File: config.mk
export PLATFORM = sky130hd
export DESIGN_NAME = scc_stepper_chopper_control
export DESIGN_NICKNAME = d
export VERILOG_FILES = /design/src/scc_pkg.sv /design/src/scc_stepper_chopper_control.sv /design/src/scc_sine_rom.sv /design/src/scc_chopper.sv
export VERILOG_INCLUDE_DIRS = /design/src
export SDC_FILE = /design/constraint.sdc
export NUM_CORES = 1
export LEC_CHECK = 0
export BUFFER_PORTS_ARGS = -buffer_cell sky130_fd_sc_hd__buf_2
export CAP_MARGIN = 20
export CELL_PAD_IN_SITES_DETAIL_PLACEMENT = 0
export CELL_PAD_IN_SITES_GLOBAL_PLACEMENT = 1
export CORE_ASPECT_RATIO = 1.1
export CORE_MARGIN = 2
export CORE_UTILIZATION = 39
export CTS_CLUSTER_SIZE = 16
export DETAILED_ROUTE_END_ITERATION = 7
export PLACE_DENSITY_LB_ADDON = 0.1
export SLEW_MARGIN = 20
export SYNTH_ARGS = -nofsm -noshare
export SYNTH_HDL_FRONTEND = slang
export SYNTH_HIERARCHICAL = 1
export SYNTH_SLANG_ARGS = --single-unit
File: constraint.sdc
create_clock -name i_ref_clk -period 2.2 [get_ports i_ref_clk]
set_input_delay 0.33 -clock i_ref_clk [delete_from_list [all_inputs] [get_ports i_ref_clk]]
set_output_delay 0.33 -clock i_ref_clk [all_outputs]
set_load 0.03 [all_outputs]
File: src/scc_regs.svh
`ifndef SCC_REGS_SVH
`define SCC_REGS_SVH
// avalon register offsets (byte addresses)
`define SCC_CTRL_OFS 8'h00
`define SCC_STAT_OFS 8'h04
`define SCC_DAC_OFS 8'h08
// control register fields
`define SCC_CTRL_LONGBLANK 0
`define SCC_CTRL_RESET 32'h00000000
// timing, 250 MHz reference
`define SCC_CLK_MHZ 250
`define SCC_OFF_NS 12000
`define SCC_OFF_CYC ((`SCC_OFF_NS * `SCC_CLK_MHZ) / 1000)
`define SCC_BLANK_SHORT_NS 1000
`define SCC_BLANK_LONG_NS 2000
`define SCC_BLANK_SHORT_CYC ((`SCC_BLANK_SHORT_NS * `SCC_CLK_MHZ + 999) / 1000)
`define SCC_BLANK_LONG_CYC ((`SCC_BLANK_LONG_NS * `SCC_CLK_MHZ + 999) / 1000)
`define SCC_FULL_SCALE 8'hff
`endif

File: src/scc_pkg.sv
package scc_pkg;
  typedef enum logic [2:0] {
    SCC_CH_DRIVE = 3'b001,
    SCC_CH_OFF = 3'b010,
    SCC_CH_HALT = 3'b100
  } scc_chop_e;
  typedef struct packed {
    logic rotation_direction_select;
    logic excitation_select_2;
    logic excitation_select_1;
    logic excitation_select_0;
  } scc_step_cfg_s;
  typedef logic [7:0] scc_dac_t;
endpackage : scc_pkg

File: src/scc_stepper_chopper_control.sv
`timescale 1ns/1ps
`include "scc_regs.svh"
// Operation
// sequencer advances only on rising edges of the step clock input
// direction input level selects forward or backward stepping
// three excitation select inputs choose full, half or microstep
// per-phase dac codes come from sequencer position
// internal timebase times off-time and blanking
// sync input high turns off chopping of both phases together
// controller avoids sync during normal stepping
// controller uses sync only when stopped at a 2-phase position
// coil open or short latches protection, disabling all outputs
// protection latch cleared only by logic supply cycling
// open detection only while phase is chopping under pwm
// over-temperature forces disable, same supply-cycle release
// trip comparator resets the pwm latch, output off
// driver stays off for fixed off-time after latch reset
// comparator ignored during blanking after turn-on
// on period never shorter than blanking interval
// each microstep clock moves the trip reference to next level
// microstep reference ratios follow a sinusoid
// option gives longer blanking interval
// full-scale mode uses 100 percent ratio with 12 us off-time
// off-time expiry sets latch again and restarts blanking
module scc_stepper_chopper_control (
  input wire logic i_ref_clk,
  input wire logic i_rst_n,
  input wire logic i_step_clock,
  input scc_pkg::scc_step_cfg_s i_step_cfg,
  input wire logic i_chop_sync,
  input wire logic i_enable,
  input wire logic [1:0] i_trip_threshold_voltage,
  input wire logic [1:0] i_coil_open,
  input wire logic [1:0] i_coil_short,
  input wire logic i_thermal_shutdown,
  input wire logic [7:0] i_avs_address,
  input wire logic i_avs_read,
  input wire logic i_avs_write,
  input wire logic [31:0] i_avs_writedata,
  input wire logic [3:0] i_avs_byteenable,
  output logic [31:0] o_avs_readdata,
  output logic o_avs_waitrequest,
  output logic [3:0] o_phase_output,
  output scc_pkg::scc_dac_t o_dac_a,
  output scc_pkg::scc_dac_t o_dac_b,
  output logic o_protect
);
  // two-flop synchronisers for every pin input
  localparam int NS = 12;
  logic [NS-1:0] pin_raw;
  logic [NS-1:0] sy1_q;
  logic [NS-1:0] sy2_q;
  assign pin_raw = {i_step_clock, i_step_cfg, i_chop_sync, i_enable, i_trip_threshold_voltage,
                    i_thermal_shutdown, |i_coil_open, |i_coil_short};
  always_ff @(posedge i_ref_clk or negedge i_rst_n) begin
    if (!i_rst_n) begin
      sy1_q <= '0;
      sy2_q <= '0;
    end else begin
      sy1_q <= pin_raw;
      sy2_q <= sy1_q;
    end
  end
  logic step_s;
  logic dir_s;
  logic [2:0] mode_s;
  logic sync_s;
  logic en_s;
  logic [1:0] trip_s;
  logic thermal_s;
  logic open_s;
  logic short_s;
  assign {step_s, dir_s, mode_s, sync_s, en_s, trip_s, thermal_s, open_s, short_s} = sy2_q;

  // step edge detect on synchronised copy only
  logic step_prev_q;
  logic step_rise;
  always_ff @(posedge i_ref_clk or negedge i_rst_n) begin
    if (!i_rst_n) begin
      step_prev_q <= 1'b0;
    end else begin
      step_prev_q <= step_s;
    end
  end
  assign step_rise = step_s && !step_prev_q;

  // step increment per mode: 000 full, 001 half, 010 quarter, 011 eighth, else sixteenth
  logic [6:0] inc;
  always_comb begin
    case (mode_s)
      3'b000: inc = 7'd16;
      3'b001: inc = 7'd8;
      3'b010: inc = 7'd4;
      3'b011: inc = 7'd2;
      default: inc = 7'd1;
    endcase
  end

  // position in 64 sixteenth-steps per electrical cycle
  logic [5:0] pos_q;
  logic [5:0] pos_d;
  always_comb begin
    // direction picks sign
    if (dir_s) begin
      pos_d = 6'(pos_q - inc[5:0]);
    end else begin
      pos_d = 6'(pos_q + inc[5:0]);
    end
  end
  // single step clock; mode sets stride
  always_ff @(posedge i_ref_clk or negedge i_rst_n) begin
    if (!i_rst_n) begin
      pos_q <= 6'h08;
    end else if (step_rise && !o_protect) begin
      // full step stays on odd 2-phase points
      pos_q <= (mode_s == 3'b000) ? {pos_d[5:4], 4'h8} : pos_d;
    end
  end

  // sine table; phase a uses sin, b uses cos
  scc_pkg::scc_dac_t sin_a;
  scc_pkg::scc_dac_t sin_b;
  logic [5:0] pos_b;
  assign pos_b = 6'(pos_q + 6'd16);
  scc_sine_rom u_rom_a (
    .i_ref_clk(i_ref_clk),
    .i_addr(pos_q),
    .o_data(sin_a)
  );
  scc_sine_rom u_rom_b (
    .i_ref_clk(i_ref_clk),
    .i_addr(pos_b),
    .o_data(sin_b)
  );
  logic [1:0] pos_quad_q;
  always_ff @(posedge i_ref_clk or negedge i_rst_n) begin
    if (!i_rst_n) begin
      pos_quad_q <= 2'b00;
    end else begin
      pos_quad_q <= {pos_q[5], pos_b[5]};
    end
  end

  // control register
  logic [31:0] ctrl_q;
  logic long_blank;
  assign long_blank = ctrl_q[`SCC_CTRL_LONGBLANK];

  // protection latch, only async reset (supply) clears it
  logic open_q;
  logic short_q;
  logic thermal_q;
  logic [1:0] drive;
  logic [1:0] blank;
  always_ff @(posedge i_ref_clk or negedge i_rst_n) begin
    if (!i_rst_n) begin
      open_q <= 1'b0;
      short_q <= 1'b0;
      thermal_q <= 1'b0;
    end else begin
      // open only counted while chopping
      if (open_s && (|drive) && !(&blank)) begin
        open_q <= 1'b1;
      end
      if (short_s) begin
        short_q <= 1'b1;
      end
      if (thermal_s) begin
        thermal_q <= 1'b1;
      end
    end
  end
  logic fault;
  assign fault = open_q || short_q || thermal_q;

  // two choppers share timebase, sync, blank option
  logic run;
  assign run = en_s && !fault;
  genvar g;
  generate
    for (g = 0; g < 2; g++) begin : g_ph
      scc_chopper u_chop (
        .i_ref_clk(i_ref_clk),
        .i_rst_n(i_rst_n),
        .i_enable(run),
        .i_trip(trip_s[g]),
        .i_sync_off(sync_s),
        .i_long_blank(long_blank),
        .o_drive(drive[g]),
        .o_blanking(blank[g])
      );
    end
  endgenerate

  // registered outputs: phase pairs a,/a,b,/b
  always_ff @(posedge i_ref_clk or negedge i_rst_n) begin
    if (!i_rst_n) begin
      o_phase_output <= 4'h0;
      o_protect <= 1'b0;
      o_dac_a <= 8'h00;
      o_dac_b <= 8'h00;
    end else begin
      // fault blanks every driver
      o_protect <= fault;
      o_phase_output <= fault ? 4'h0 : {drive[1] && pos_quad_q[0], drive[1] && !pos_quad_q[0],
                                        drive[0] && pos_quad_q[1], drive[0] && !pos_quad_q[1]};
      // reference follows position; full step runs at full scale
      if (mode_s == 3'b000) begin
        o_dac_a <= `SCC_FULL_SCALE;
        o_dac_b <= `SCC_FULL_SCALE;
      end else begin
        o_dac_a <= sin_a;
        o_dac_b <= sin_b;
      end
    end
  end

  // avalon slave, one wait state per access
  logic pend_q;
  logic acc;
  assign acc = i_avs_read || i_avs_write;
  always_ff @(posedge i_ref_clk or negedge i_rst_n) begin
    if (!i_rst_n) begin
      pend_q <= 1'b0;
      o_avs_waitrequest <= 1'b1;
      o_avs_readdata <= 32'h00000000;
      ctrl_q <= `SCC_CTRL_RESET;
    end else begin
      pend_q <= acc && !pend_q;
      o_avs_waitrequest <= !(acc && !pend_q);
      if (acc && !pend_q) begin
        if (i_avs_address == `SCC_CTRL_OFS) begin
          o_avs_readdata <= ctrl_q;
          if (i_avs_write && i_avs_byteenable[0]) begin
            ctrl_q <= {31'h0, i_avs_writedata[0]};
          end
        end else if (i_avs_address == `SCC_STAT_OFS) begin
          o_avs_readdata <= {24'h0, pos_q, thermal_q, fault ? 1'b1 : open_q || short_q};
        end else if (i_avs_address == `SCC_DAC_OFS) begin
          o_avs_readdata <= {16'h0, o_dac_b, o_dac_a};
        end else begin
          o_avs_readdata <= 32'h00000000;
        end
      end
    end
  end

  // latch holds while reset stays released
  prot_hold_a: assert property (@(posedge i_ref_clk) disable iff (!i_rst_n)
    o_protect |=> o_protect)
    else $error("protection released without supply cycle");
  // outputs off after fault
  fault_off_a: assert property (@(posedge i_ref_clk) disable iff (!i_rst_n)
    fault |=> o_phase_output == 4'h0)
    else $error("driver active under protection");
  // thermal forces protect
  thermal_prot_a: assert property (@(posedge i_ref_clk) disable iff (!i_rst_n)
    thermal_s |=> ##1 o_protect)
    else $error("thermal did not disable outputs");
  // sync ends the drive[0] on period once past blanking
  sync_off_a: assert property (@(posedge i_ref_clk) disable iff (!i_rst_n)
    sync_s && drive[0] && !blank[0] && run |=> !drive[0])
    else $error("sync did not stop chopping");
  // position moves only after step edge
  step_only_a: assert property (@(posedge i_ref_clk) disable iff (!i_rst_n)
    !step_rise |=> $stable(pos_q))
    else $error("position moved without step");
  // full step full scale
  full_scale_a: assert property (@(posedge i_ref_clk) disable iff (!i_rst_n)
    mode_s == 3'b000 |=> o_dac_a == `SCC_FULL_SCALE)
    else $error("full step not at full scale");
endmodule : scc_stepper_chopper_control

File: src/scc_sine_rom.sv
`timescale 1ns/1ps
// sine reference table, registered read
module scc_sine_rom (
  input wire logic i_ref_clk,
  input wire logic [5:0] i_addr,
  output scc_pkg::scc_dac_t o_data
);
  scc_pkg::scc_dac_t mem [0:16];
  scc_pkg::scc_dac_t data_q;
  logic [5:0] a;
  assign mem[0] = 8'h00;
  assign mem[1] = 8'h19;
  assign mem[2] = 8'h32;
  assign mem[3] = 8'h4a;
  assign mem[4] = 8'h62;
  assign mem[5] = 8'h78;
  assign mem[6] = 8'h8e;
  assign mem[7] = 8'ha2;
  assign mem[8] = 8'hb4;
  assign mem[9] = 8'hc5;
  assign mem[10] = 8'hd4;
  assign mem[11] = 8'he1;
  assign mem[12] = 8'hec;
  assign mem[13] = 8'hf4;
  assign mem[14] = 8'hfa;
  assign mem[15] = 8'hfe;
  assign mem[16] = 8'hff;
  // quarter wave folded: 0..16 rising, 17..31 falling
  assign a = (i_addr[4:0] > 5'd16) ? 6'(6'd32 - {1'b0, i_addr[4:0]}) : {1'b0, i_addr[4:0]};
  always_ff @(posedge i_ref_clk) begin
    data_q <= mem[a[4:0]];
  end
  assign o_data = data_q;
endmodule : scc_sine_rom

File: src/scc_chopper.sv
`timescale 1ns/1ps
`include "scc_regs.svh"
// one phase fixed off-time chopper
module scc_chopper (
  input wire logic i_ref_clk,
  input wire logic i_rst_n,
  input wire logic i_enable,
  input wire logic i_trip,
  input wire logic i_sync_off,
  input wire logic i_long_blank,
  output logic o_drive,
  output logic o_blanking
);
  scc_pkg::scc_chop_e st_q;
  logic [11:0] cnt_q;
  logic [11:0] blank_len;
  localparam logic [11:0] OFF_CYC = 12'(`SCC_OFF_CYC);
  assign blank_len = i_long_blank ? 12'(`SCC_BLANK_LONG_CYC) : 12'(`SCC_BLANK_SHORT_CYC);
  always_ff @(posedge i_ref_clk or negedge i_rst_n) begin
    if (!i_rst_n) begin
      st_q <= scc_pkg::SCC_CH_HALT;
      cnt_q <= 12'h000;
    end else begin
      case (st_q)
        scc_pkg::SCC_CH_HALT: begin
          if (i_enable) begin
            st_q <= scc_pkg::SCC_CH_DRIVE;
            cnt_q <= 12'h000;
          end
        end
        scc_pkg::SCC_CH_DRIVE: begin
          if (!i_enable) begin
            st_q <= scc_pkg::SCC_CH_HALT;
          // trip resets latch; ignored in blanking
          end else if ((cnt_q >= blank_len) && (i_trip || i_sync_off)) begin
            st_q <= scc_pkg::SCC_CH_OFF;
            cnt_q <= 12'h000;
          end else if (cnt_q < blank_len) begin
            cnt_q <= cnt_q + 12'h001;
          end
        end
        scc_pkg::SCC_CH_OFF: begin
          if (!i_enable) begin
            st_q <= scc_pkg::SCC_CH_HALT;
          // fixed off-time; relatch and reblank
          end else if (cnt_q >= OFF_CYC - 12'h001) begin
            st_q <= scc_pkg::SCC_CH_DRIVE;
            cnt_q <= 12'h000;
          end else begin
            cnt_q <= cnt_q + 12'h001;
          end
        end
        default: st_q <= scc_pkg::SCC_CH_HALT;
      endcase
    end
  end
  assign o_drive = (st_q == scc_pkg::SCC_CH_DRIVE);
  assign o_blanking = (st_q == scc_pkg::SCC_CH_DRIVE) && (cnt_q < blank_len);
  // minimum on-time
  min_on_a: assert property (@(posedge i_ref_clk) disable iff (!i_rst_n)
    (st_q == scc_pkg::SCC_CH_DRIVE) && (cnt_q < blank_len) && i_enable |=> st_q == scc_pkg::SCC_CH_DRIVE)
    else $error("on period ended inside blanking");
  // off holds for at least 8 cycles
  off_time_a: assert property (@(posedge i_ref_clk) disable iff (!i_rst_n)
    $rose(st_q == scc_pkg::SCC_CH_OFF) && i_enable |-> (st_q == scc_pkg::SCC_CH_OFF) [*8])
    else $error("off time cut short");
endmodule : scc_chopper

Word-level counts from Yosys, hierarchy flattened. Memory sizes are Yosys's and may differ from the RTL's. A register that Yosys moved wholly into a read port is not among the register bits. Index checks and enable logic that the tools add are counted.

Flip-flop bits (word level): 122. Latch bits: 0. Bits in writable memories: 0. Bits in read-only memories: 512. Logic and storage cells: 140. Memories kept: 2.

Memory list: (no name shown) (words 32, width 8, rd ports 1, clocked after Yosys merged registers in 1, write ports 0, RTL line scc_sine_rom.sv:31) `data_q <= mem[a[4:0]];`; (no name shown) (words 32, width 8, rd ports 1, clocked after Yosys merged registers in 1, write ports 0, RTL line scc_sine_rom.sv:31).

Add/sub/neg operators: 7. Multipliers: 0. Divide/modulo/power cells: 0. $lt $le $gt $ge: 8. Eq/ne operators: 23. Shifts and indexed selects: 0. Mux-type cells: 37. Bitwise logic cells: 2. Reduce and logical (&&, ||, !) cells: 41.

Operators with widths (count): $mux W12 (11); $pmux W12 S3 (2); $mux W16 (3); $mux W3 (9); $add A12 B1 Y12 const B (2); $ge A12 B12 Y1 (2); $ge A12 B12 Y1 const B (2); $lt A12 B12 Y1 (2); $pmux W5 S4 (1); $pmux W3 S3 (2); $mux W8 (2); $logic_and A1 B1 Y1 (15); $ne A3 B3 Y1 const B (5); $eq A3 B2 Y1 const B (4); $not A5 Y6 (2); $gt A5 B5 Y1 const B (2); $mux W5 (2); $reduce_and A5 Y1 (2); $sub A1 B5 Y5 const A (2); $eq A3 B1 Y1 const B (3); $mux W9 (1); $reduce_and A3 Y1 (3); $eq A8 B3 Y1 const B (1); $eq A8 B4 Y1 const B (1); 17 further kinds (37).

Logic depth before layout (Yosys ltp). Gate-level depths: netlist of run 1.

Depth in word-level cells: 6. Depth in mapped cells: 10. Gate-level depth less buffers: 10.

Modules after synthesis. The synthesis of run 1 kept the hierarchy.

Modules (own cells, without submodules): scc_stepper_chopper_control (instances 1, cells an instance 227, area each 2926.6 um^2); scc_chopper (instances 2, cells an instance 125, area each 1119.8 um^2); scc_sine_rom (u_rom_a) (instances 1, cells an instance 67, area each 591.8 um^2); scc_sine_rom (u_rom_b) (instances 1, cells an instance 63, area each 585.6 um^2).

Worst setup path after synthesis of run 1. OpenSTA, ideal clock, no wires.

Kind: flip-flop to flip-flop. From: register pos_q[0]. To: register u_rom_a.data_q[5], in the netlist u_rom_a/o_data[5]. Library setup time: 0.123 ns. Arrival: 2.220 ns. Data required time: 2.077 ns. Setup slack: -0.143 ns. Cell stages (with the launch flop): 9. Buffers on the path: 1. Period minus slack after synthesis: 2.343 ns. Cells stage by stage: dfrtp_1 > buf_2 > inv_1 > ha_1 > nor3b_1 > o211a_1 > inv_1 > ha_1 > o32a_2.

Cells in the longest elaborated chain, start to end: 3. Elaborated cells on any way between the ends: 4. Classes of those cells: add/sub: 1; order compare: 1; mux: 1; bitwise: 1.

Ends and longest elaborated chain: start: declaration (RTL line scc_stepper_chopper_control.sv:100) `logic [5:0] pos_q;`; start signal: assignment (RTL line scc_stepper_chopper_control.sv:116) `pos_q <= (mode_s == 3'b000) ? {pos_d[5:4], 4'h8} : pos_d;`; $sub A1 B5 Y5 / $gt A5 B5 Y1 (equally long branches) (RTL line scc_sine_rom.sv:29) `assign a = (i_addr[4:0] > 5'd16) ? 6'(6'd32 - {1'b0, i_addr[4:0]}) : {1'b0, i_addr[4:0]};`; $mux W5 (*) (RTL line scc_sine_rom.sv:29); $not A5 Y6 (not written as such) (*) (RTL line scc_sine_rom.sv:31); end: declaration (RTL line scc_sine_rom.sv:9) `scc_pkg::scc_dac_t data_q;`.

Every way passes the cells marked *; elsewhere a longest branch is shown, timed or not. A chain may end at the register's enable or synchronous reset.

Worst setup path in the final report of run 1.
From: register ctrl_q[0]. To: register g_ph[1].u_chop.cnt_q[8].

Cells in the longest elaborated chain, start to end: 6. Elaborated cells on any way between the ends: 9. Classes of those cells: order compare: 2; eq/ne: 1; mux: 4; reduce/logical: 2.

Ends and longest elaborated chain: start: declaration (RTL line scc_stepper_chopper_control.sv:145) `logic [31:0] ctrl_q;`; start signal: assignment (RTL line scc_stepper_chopper_control.sv:227) `` ctrl_q <= `SCC_CTRL_RESET; ``; start signal: assignment (RTL line scc_stepper_chopper_control.sv:235) `ctrl_q <= {31'h0, i_avs_writedata[0]};`; $mux W9 (*) (RTL line scc_chopper.sv:18) `` assign blank_len = i_long_blank ? 12'(`SCC_BLANK_LONG_CYC) : 12'(`SCC_BLANK_SHORT_CYC); ``; $ge A12 B12 Y1 (RTL line scc_chopper.sv:35) `end else if ((cnt_q >= blank_len) && (i_trip || i_sync_off)) begin`; $logic_and A1 B1 Y1 (RTL line scc_chopper.sv:35); $mux W12 (RTL line scc_chopper.sv:35); $mux W12 (RTL line scc_chopper.sv:32) `if (!i_enable) begin`; $pmux W12 S3 (RTL line scc_chopper.sv:24) `case (st_q)`; end signal: assignment (RTL line scc_chopper.sv:39) `cnt_q <= cnt_q + 12'h001;`; end signal: assignment (RTL line scc_chopper.sv:50) `cnt_q <= cnt_q + 12'h001;`; end: declaration (RTL line scc_chopper.sv:15) `logic [11:0] cnt_q;`.

Every way passes the cells marked *; elsewhere a longest branch is shown, timed or not. The select of a mux whose other input is x is not followed.

==> flow_metrics.env, run 1 <==
export IMPL_outcome="completed"
export IMPL_grt_overflow_total=0
export IMPL_clk_pin_slew_ps=60
export IMPL_finalInstanceArea_sq_mm=0.007890
export IMPL_yosysTopAreaCell="dfrtp_1"
export IMPL_post_route_util_pct=49.95
export IMPL_drt_initial_drc_count=260
export IMPL_grt_max_degree=51
export IMPL_numCtsBuffers=17
export IMPL_cp_required_ps=2520
export IMPL_power_density_mw_per_mm2=913.2
export IMPL_clock_latency_ps=420
export IMPL_ys_seq_elements=122
export IMPL_place_inst=899
export IMPL_fin_nets=815
export IMPL_end_kind="register"
export IMPL_ys_warn_count=6
export IMPL_pwr_share_seq_pct=37.4
export IMPL_fin_setup_tns_ps=0
export IMPL_hp_class="in2reg"
export IMPL_p_switching_mw=2.099
export IMPL_synthCells=607
export IMPL_fp_coreArea_sq_mm=0.01580
export IMPL_grt_pass1_wl_mm=25.03
export IMPL_area_growth_pct=24.38
export IMPL_finClkSkew_ps=7.802
export IMPL_finalWeightedCongestion=0.8046
export IMPL_grtUsageTotal_pct=18.27
export IMPL_cts_tree="yes"
export IMPL_ctsHtreeMaxLevel=4
export IMPL_drc=0
export IMPL_vias=5011
export IMPL_final_cells=939
export IMPL_arrival_ps=2410
export IMPL_rsz0062_at_grt="false"
export IMPL_period_share_pct=94.93
export IMPL_viasPerCell=5.337
export IMPL_post_dp_hpwl_mm=11.10
export IMPL_dieArea_sq_mm=0.01730
export IMPL_synthTopCellsByCount="102 x dfrtp_1, 61 x nand2_1, 27 x inv_1"
export IMPL_initial_core_util_pct=40.16
export IMPL_fmaxAchievable_ghz=0.4788
export IMPL_holdWs_ps=22.68
export IMPL_pwr_share_comb_pct=21.4
export IMPL_die_w_um=125.6
export IMPL_drive_gt1_share_pct=31.26
export IMPL_wl_mm=15.13
export IMPL_first_global_vias=5084
export IMPL_async_flop_share_pct=86.89
export IMPL_io_pins=116
export IMPL_die_h_um=137.8
export IMPL_slew_viol_final=0
export IMPL_synth_main_ff_cell="dfrtp_1"
export IMPL_yosys_area_top_type_share_pct=40.24
export IMPL_synth_most_common_cell="dfrtp_1"
export IMPL_syn_area_sq_mm=0.006344
export IMPL_path_class="reg2reg"
export IMPL_routedWlPerCell_um=16.11
export IMPL_synth_area_leaders="dfrtp_1 40%, ha_1 5.1%, dfxtp_1 5.0%"
export IMPL_setup_viol=0
export IMPL_cts_num_sinks=122
export IMPL_yosysUniqueCellTypes=79
export IMPL_startpoint_type="register"
export IMPL_worst_slew_pin_slew_ps=653.9
export IMPL_fin_crit_ps=2088
export IMPL_dpl_cell_area_sq_mm=0.007118
export IMPL_cap_violations=0
export IMPL_syn_area_per_cell_sq_um=10.45
export IMPL_clk_path_buf_depth=2
export IMPL_ant_nets=0
export IMPL_finalPower_mw=7.205
export IMPL_diodes=0
export IMPL_sw_frac_of_total_pct=29.13
export IMPL_finalHoldViolCount=0
export IMPL_crit_fanout=5
export IMPL_dpl_worst_slack_ps=22.07
export IMPL_io_buffers=65
export IMPL_max_slew_margin_pct=56.32
export IMPL_power_clock_fraction_pct=41.2
export IMPL_ys_seq_area_share_pct=46.94
export IMPL_antenna_found_initial=0
export IMPL_first_pass_iters=7
export IMPL_ir_drop_mv=0.5427
export IMPL_internal_power_mw=5.106
export IMPL_fp_row_count=48
export IMPL_leakage_nw=3.438
export IMPL_setup_slack_ps=111.6
export IMPL_synth_edff_count=0
export IMPL_root_buffer="clkbuf_16"
==> layer usage <==
| metal | wire [um] | vias to the layer above | global-route usage (%) |
|---|---|---|---|
| met5 | 0 | - | 0 |
| met4 | 268 | 0 | 7.778 |
| met3 | 471 | 15 | 2.990 |
| met2 | 7767 | 102 | 32.43 |
| met1 | 6623 | 2469 | 22.08 |
| li1 | - | 2425 | - |
==> power by group through the flow <==
stage	registers, mW	clock network (mW)	logic, mW
2_1_floorplan	2.95	0	0.814
3_3_place_gp	2.74	0	1.48
3_5_place_dp	2.74	0	1.50
4_1_cts	2.70	3.04	1.52
5_1_grt	2.73	3.13	1.69
6_report	2.70	2.97	1.54
==> layout make-up <==
type                            instances  area [sq um]
Multi-Input combinational cell        434          3119
Inverter                               27         101.3
Tap cell                              200         250.2
Sequential cell                       122          2984
Fill cell                            1440          7905
Clock buffer                           18         439.2
Clock inverter                         14         195.2
Timing Repair Buffer                  124         800.8
==> final timing paths <==
kind	start	to	slack (ps)	cells past startpoint
min reg2reg	sy1_q[9]$_DFF_PN0_	sy2_q[9]$_DFF_PN0_	350	0
max reg2reg	ctrl_q[0]$_DFFE_PN0P_	g_ph[1].u_chop/cnt_q[8]$_DFFE_PN0P_	110	7
min in group asynchronous	i_rst_n	g_ph[1].u_chop/cnt_q[5]$_DFFE_PN0P_	340	2
min	i_step_cfg[3]	sy1_q[10]$_DFF_PN0_	20	1
max	ctrl_q[0]$_DFFE_PN0P_	g_ph[1].u_chop/cnt_q[8]$_DFFE_PN0P_	110	7
max in group asynchronous	i_rst_n	g_ph[0].u_chop/st_q[2]$_DFFE_PN1P_	1220	3
==> flip-flops by register name, summed over array words and instances (netlist names), 2 cells and up <==
| signal | count |
|---|---|
| sy1_q | 12 |
| g_ph.u_chop/cnt_q | 24 |
| pos_q | 6 |
| o_dac_b | 8 |
| sy2_q | 12 |
| u_rom_b/o_data | 8 |
| g_ph.u_chop/st_q | 6 |
| o_phase_output | 4 |
| pos_quad_q | 2 |
| u_rom_a/o_data | 8 |
| o_avs_readdata | 16 |
| o_dac_a | 8 |
==> kinds of logic (layout without fill, tap and decap cells) <==
logic type                 count (synthesis)  after routing  share of synthesized area [%]
and+or+nand+nor                          215            215                          20.12
AOI/OAI and AO/OA                        157            157                          18.88
DFF                                      122            122                          46.94
buffers and inverters                     66            183                          5.680
adders and majority gates                 27             27                          5.444
xor gates and xnor gates                  10             10                          1.381
muxes                                      9              9                          1.499
other                                      1             16                        0.05911
==> cells in the final DEF, fill, tap and decap left out, types with 20 or more instances in the layout <==
master,synthesis,layout
dfrtp_1,102,97
inv_1,27,23
o211ai_1,26,26
or2_2,25,25
a21oi_1,23,20
nand2_1,61,61
buf_4,18,52
buf_2,9,64
ha_1,26,23
nor2_1,20,20
==> what timing repair did <==
| item | in CTS | in global routing |
|---|---|---|
| gates resized for setup | 0 | 17 |
| endpoints found under the setup margin | 0 | 30 |
| hold buffers | 7 | 0 |
| endpoints found under the hold margin | 22 | 0 |
| setup buffers | 0 | 1 |
==> worst max-delay path, cell delays in order, from the launching register on <==
cell and delay (ps):
dfrtp_2 460, ha_1 340, a21oi_1 90, a211o_1 340, o211ai_1 390, buf_4 230
nand2_1 60, o211ai_1 100
Power figures use the tool's default switching activity.
==> run 2: changes to the inputs <==
--- a/config.mk
+++ b/config.mk
@@ -6,15 +6,17 @@
 export SDC_FILE = /design/constraint.sdc
 export NUM_CORES = 1
 export LEC_CHECK = 0
+export ABC_AREA = 1
 export BUFFER_PORTS_ARGS = -buffer_cell sky130_fd_sc_hd__buf_2
 export CAP_MARGIN = 20
 export CELL_PAD_IN_SITES_DETAIL_PLACEMENT = 0
 export CELL_PAD_IN_SITES_GLOBAL_PLACEMENT = 1
 export CORE_ASPECT_RATIO = 1.1
 export CORE_MARGIN = 2
-export CORE_UTILIZATION = 39
+export CORE_UTILIZATION = 38
 export CTS_CLUSTER_SIZE = 16
 export DETAILED_ROUTE_END_ITERATION = 7
+export GPL_ROUTABILITY_DRIVEN = 0
 export PLACE_DENSITY_LB_ADDON = 0.1
 export SLEW_MARGIN = 20
 export SYNTH_ARGS = -nofsm -noshare
==> run 2 against run 1 <==
  * Worst hold slack got worse by 4.2 ps
  * Worst setup slack improved by 29 ps
  * Clock skew decreased by 1.7 ps
  * Clock power decreased by 14%
  * Largest cell class unchanged
  * Critical endpoint is now u_rom_a/o_data[5]$_SDFF_PP1_
==> flow_metrics.env, run 2 <==
export IMPL_outcome="completed"
export IMPL_syn_area_per_cell_sq_um=7.852
export IMPL_setup_viol=0
export IMPL_fin_crit_ps=2060
export IMPL_synth_top_family_by_area="simple AND/OR/NAND/NOR gates"
export IMPL_clock_latency_ps=420
export IMPL_cp_required_ps=2500
export IMPL_io_buffers=65
export IMPL_end_kind="register"
export IMPL_p_switching_mw=2.225
export IMPL_leakage_nw=4.446
export IMPL_finalHoldViolCount=0
export IMPL_period_share_pct=93.62
export IMPL_ys_seq_elements=122
export IMPL_mostFrequentLayoutCell="nand2_1"
export IMPL_rsz0062_at_grt="false"
export IMPL_grt_max_degree=39
export IMPL_fp_row_count=52
export IMPL_ir_drop_mv=0.5812
export IMPL_drt_initial_drc_count=257
export IMPL_viasPerCell=4.546
export IMPL_arrival_ps=2360
export IMPL_power_density_mw_per_mm2=821.0
export IMPL_grtUsageTotal_pct=17.17
export IMPL_clk_path_buf_depth=2
export IMPL_ant_nets=0
export IMPL_yosys_area_top_type_share_pct=36.08
export IMPL_syn_area_sq_mm=0.007074
export IMPL_fmaxAchievable_ghz=0.4855
export IMPL_root_buffer="clkbuf_16"
export IMPL_startpoint_type="register"
export IMPL_die_h_um=147.1
export IMPL_diodes=0
export IMPL_path_class="reg2reg"
export IMPL_regMostFlops="g_ph.u_chop/cnt_q"
export IMPL_top_layer_used="met4"
export IMPL_power_clock_fraction_pct=37.7
export IMPL_worst_slew_pin_slew_ps=529.9
export IMPL_synth_main_ff_cell="dfrtp_1"
export IMPL_finClkSkew_ps=6.126
export IMPL_top_regs="g_ph.u_chop/cnt_q (24), o_avs_readdata (16)"
export IMPL_grt_pass1_wl_mm=26.70
export IMPL_synthCells=901
export IMPL_drc=0
export IMPL_reg2reg_setup_slack_ps=140
export IMPL_clk_pin_slew_ps=60
export IMPL_fin_setup_tns_ps=0
export IMPL_numCtsBuffers=17
export IMPL_async_flop_share_pct=86.89
export IMPL_pwr_share_seq_pct=40.0
export IMPL_initial_core_util_pct=38.56
export IMPL_ctsHtreeMaxLevel=4
export IMPL_fp_coreArea_sq_mm=0.01835
export IMPL_pwr_share_comb_pct=22.3
export IMPL_muxShareOfSynthArea_pct=0
export IMPL_synth_compound_area_share_pct=3.696
export IMPL_routedWlPerCell_um=12.93
export IMPL_layout_common_cells="274 x nand2_1, 117 x nand3_1, 101 x dfrtp_1, 90 x inv_1, 64 x buf_2"
export IMPL_dr_wl_met2_mm=8.206
export IMPL_cts_tree="yes"
export IMPL_synth_most_common_cell="nand2_1"
export IMPL_die_w_um=134.1
export IMPL_synth_simple_gate_area_share_pct=36.95
export IMPL_synth_area_leaders="dfrtp_1 36%, nand2_1 15%, nand3_1 8.3%"
export IMPL_cts_num_sinks=122
export IMPL_synth_xor_area_share_pct=1.733
export IMPL_largest_reg_flops=24
export IMPL_ys_warn_count=6
export IMPL_cap_violations=0
export IMPL_dieArea_sq_mm=0.01972
export IMPL_area_growth_pct=16.20
export IMPL_hp_class="in2reg"
export IMPL_post_dp_hpwl_mm=11.97
export IMPL_yosysUniqueCellTypes=48
export IMPL_grt_overflow_total=0
export IMPL_sw_frac_of_total_pct=32.97
export IMPL_io_pins=116
export IMPL_internal_power_mw=4.524
export IMPL_first_global_vias=5453
export IMPL_synth_fa_ha_area_share_pct=4.881
export IMPL_crit_fanout=5
export IMPL_drive_gt1_share_pct=21.02
export IMPL_vias=5669
export IMPL_ys_seq_area_share_pct=42.09
export IMPL_synthTopCellsByCount="274 x nand2_1, 117 x nand3_1, 102 x dfrtp_1"
export IMPL_wl_mm=16.13
export IMPL_first_pass_iters=4
export IMPL_yosysTopAreaCell="dfrtp_1"
export IMPL_route_met3_wl_um=274
export IMPL_drt_met1_wl_mm=7.374
export IMPL_max_slew_margin_pct=64.63
export IMPL_antenna_found_initial=0
export IMPL_finalPower_mw=6.749
export IMPL_fin_nets=1080
export IMPL_slew_viol_final=0
export IMPL_synth_edff_count=0
[run 2: power by group through the flow]
stage | logic [mW] | clock network, mW | registers, mW
global placement | 1.52 | 0 | 2.74
CTS | 1.52 | 2.62 | 2.70
finish | 1.50 | 2.55 | 2.70
detailed placement | 1.51 | 0 | 2.74
global route | 1.68 | 2.72 | 2.73
floorplan | 0.882 | 0 | 2.96
[run 2: layer usage]
layer | up-vias | track usage (%)
li1 | 3002 | -
met1 | 2597 | 20.92
met2 | 53 | 30.49
met3 | 17 | 2.933
met4 | 0 | 6.105
met5 | - | 0
[run 2: path summary, 6_finish.rpt]
path	depth (start not counted)	to	startpoint
worst min register to register	0	sy2_q[11]$_DFF_PN0_	sy1_q[11]$_DFF_PN0_
max in group asynchronous	3	o_avs_waitrequest$_DFF_PN1_	i_rst_n
worst max-delay path	10	u_rom_a/o_data[5]$_SDFF_PP1_	pos_q[1]$_DFFE_PN0P_
min in group asynchronous	2	g_ph[1].u_chop/cnt_q[6]$_DFFE_PN0P_	i_rst_n
worst min-delay path	1	sy1_q[9]$_DFF_PN0_	i_step_cfg[2]
worst max register to register	10	u_rom_a/o_data[5]$_SDFF_PP1_	pos_q[1]$_DFFE_PN0P_
[run 2: layout make-up]
class | count | area, sq um
fill | 1925 | 10130
multi-input combinational | 647 | 3403
sequential | 122 | 2979
timing repair buffer | 93 | 573.1
clock buffer | 18 | 429.2
inverter | 110 | 417.9
tap | 243 | 304.0
clock inverter | 14 | 113.9
[run 2: timing repair]
action | 4_1_cts | 5_1_grt
buffers inserted | 0 | 0
hold endpoints to repair | 38 | 0
endpoints found under the setup margin | 0 | 12
gates resized for setup | 0 | 1
hold buffers | 4 | 0
[run 2: kinds of logic after synthesis]
| logic type | after synthesis |
|---|---|
| buf+inv | 147 |
| flops | 122 |
| simple gates | 547 |
| other cells | 1 |
| xor+xnor | 14 |
| fa+ha+maj | 27 |
| compound gates | 43 |
[run 2: critical path, cell delays in order (launching register included)]
cell and delay [ps]:
dfrtp_1 460, inv_1 120, ha_1 220, nand3_2 100, nand2_1 100, nand2_1 100, nand2_1 130, buf_4 180
ha_1 260, o21ai_0 190, nand3_1 90
[run 2: stage by stage]
stage	util (%)	setup WS [ps]	hold slack (ps)	area (sq um)	cells
after global placement	41.62	112.4	334.0	7636	1211
final	44.80	140.3	18.47	8220	1247
after global routing	44.80	7.175	2.693	8220	1247
after detailed placement	41.62	125.8	334.7	7636	1211
after floorplan	-	32.28	34.41	7131	916
after CTS	44.80	123.5	1.658	8219	1247
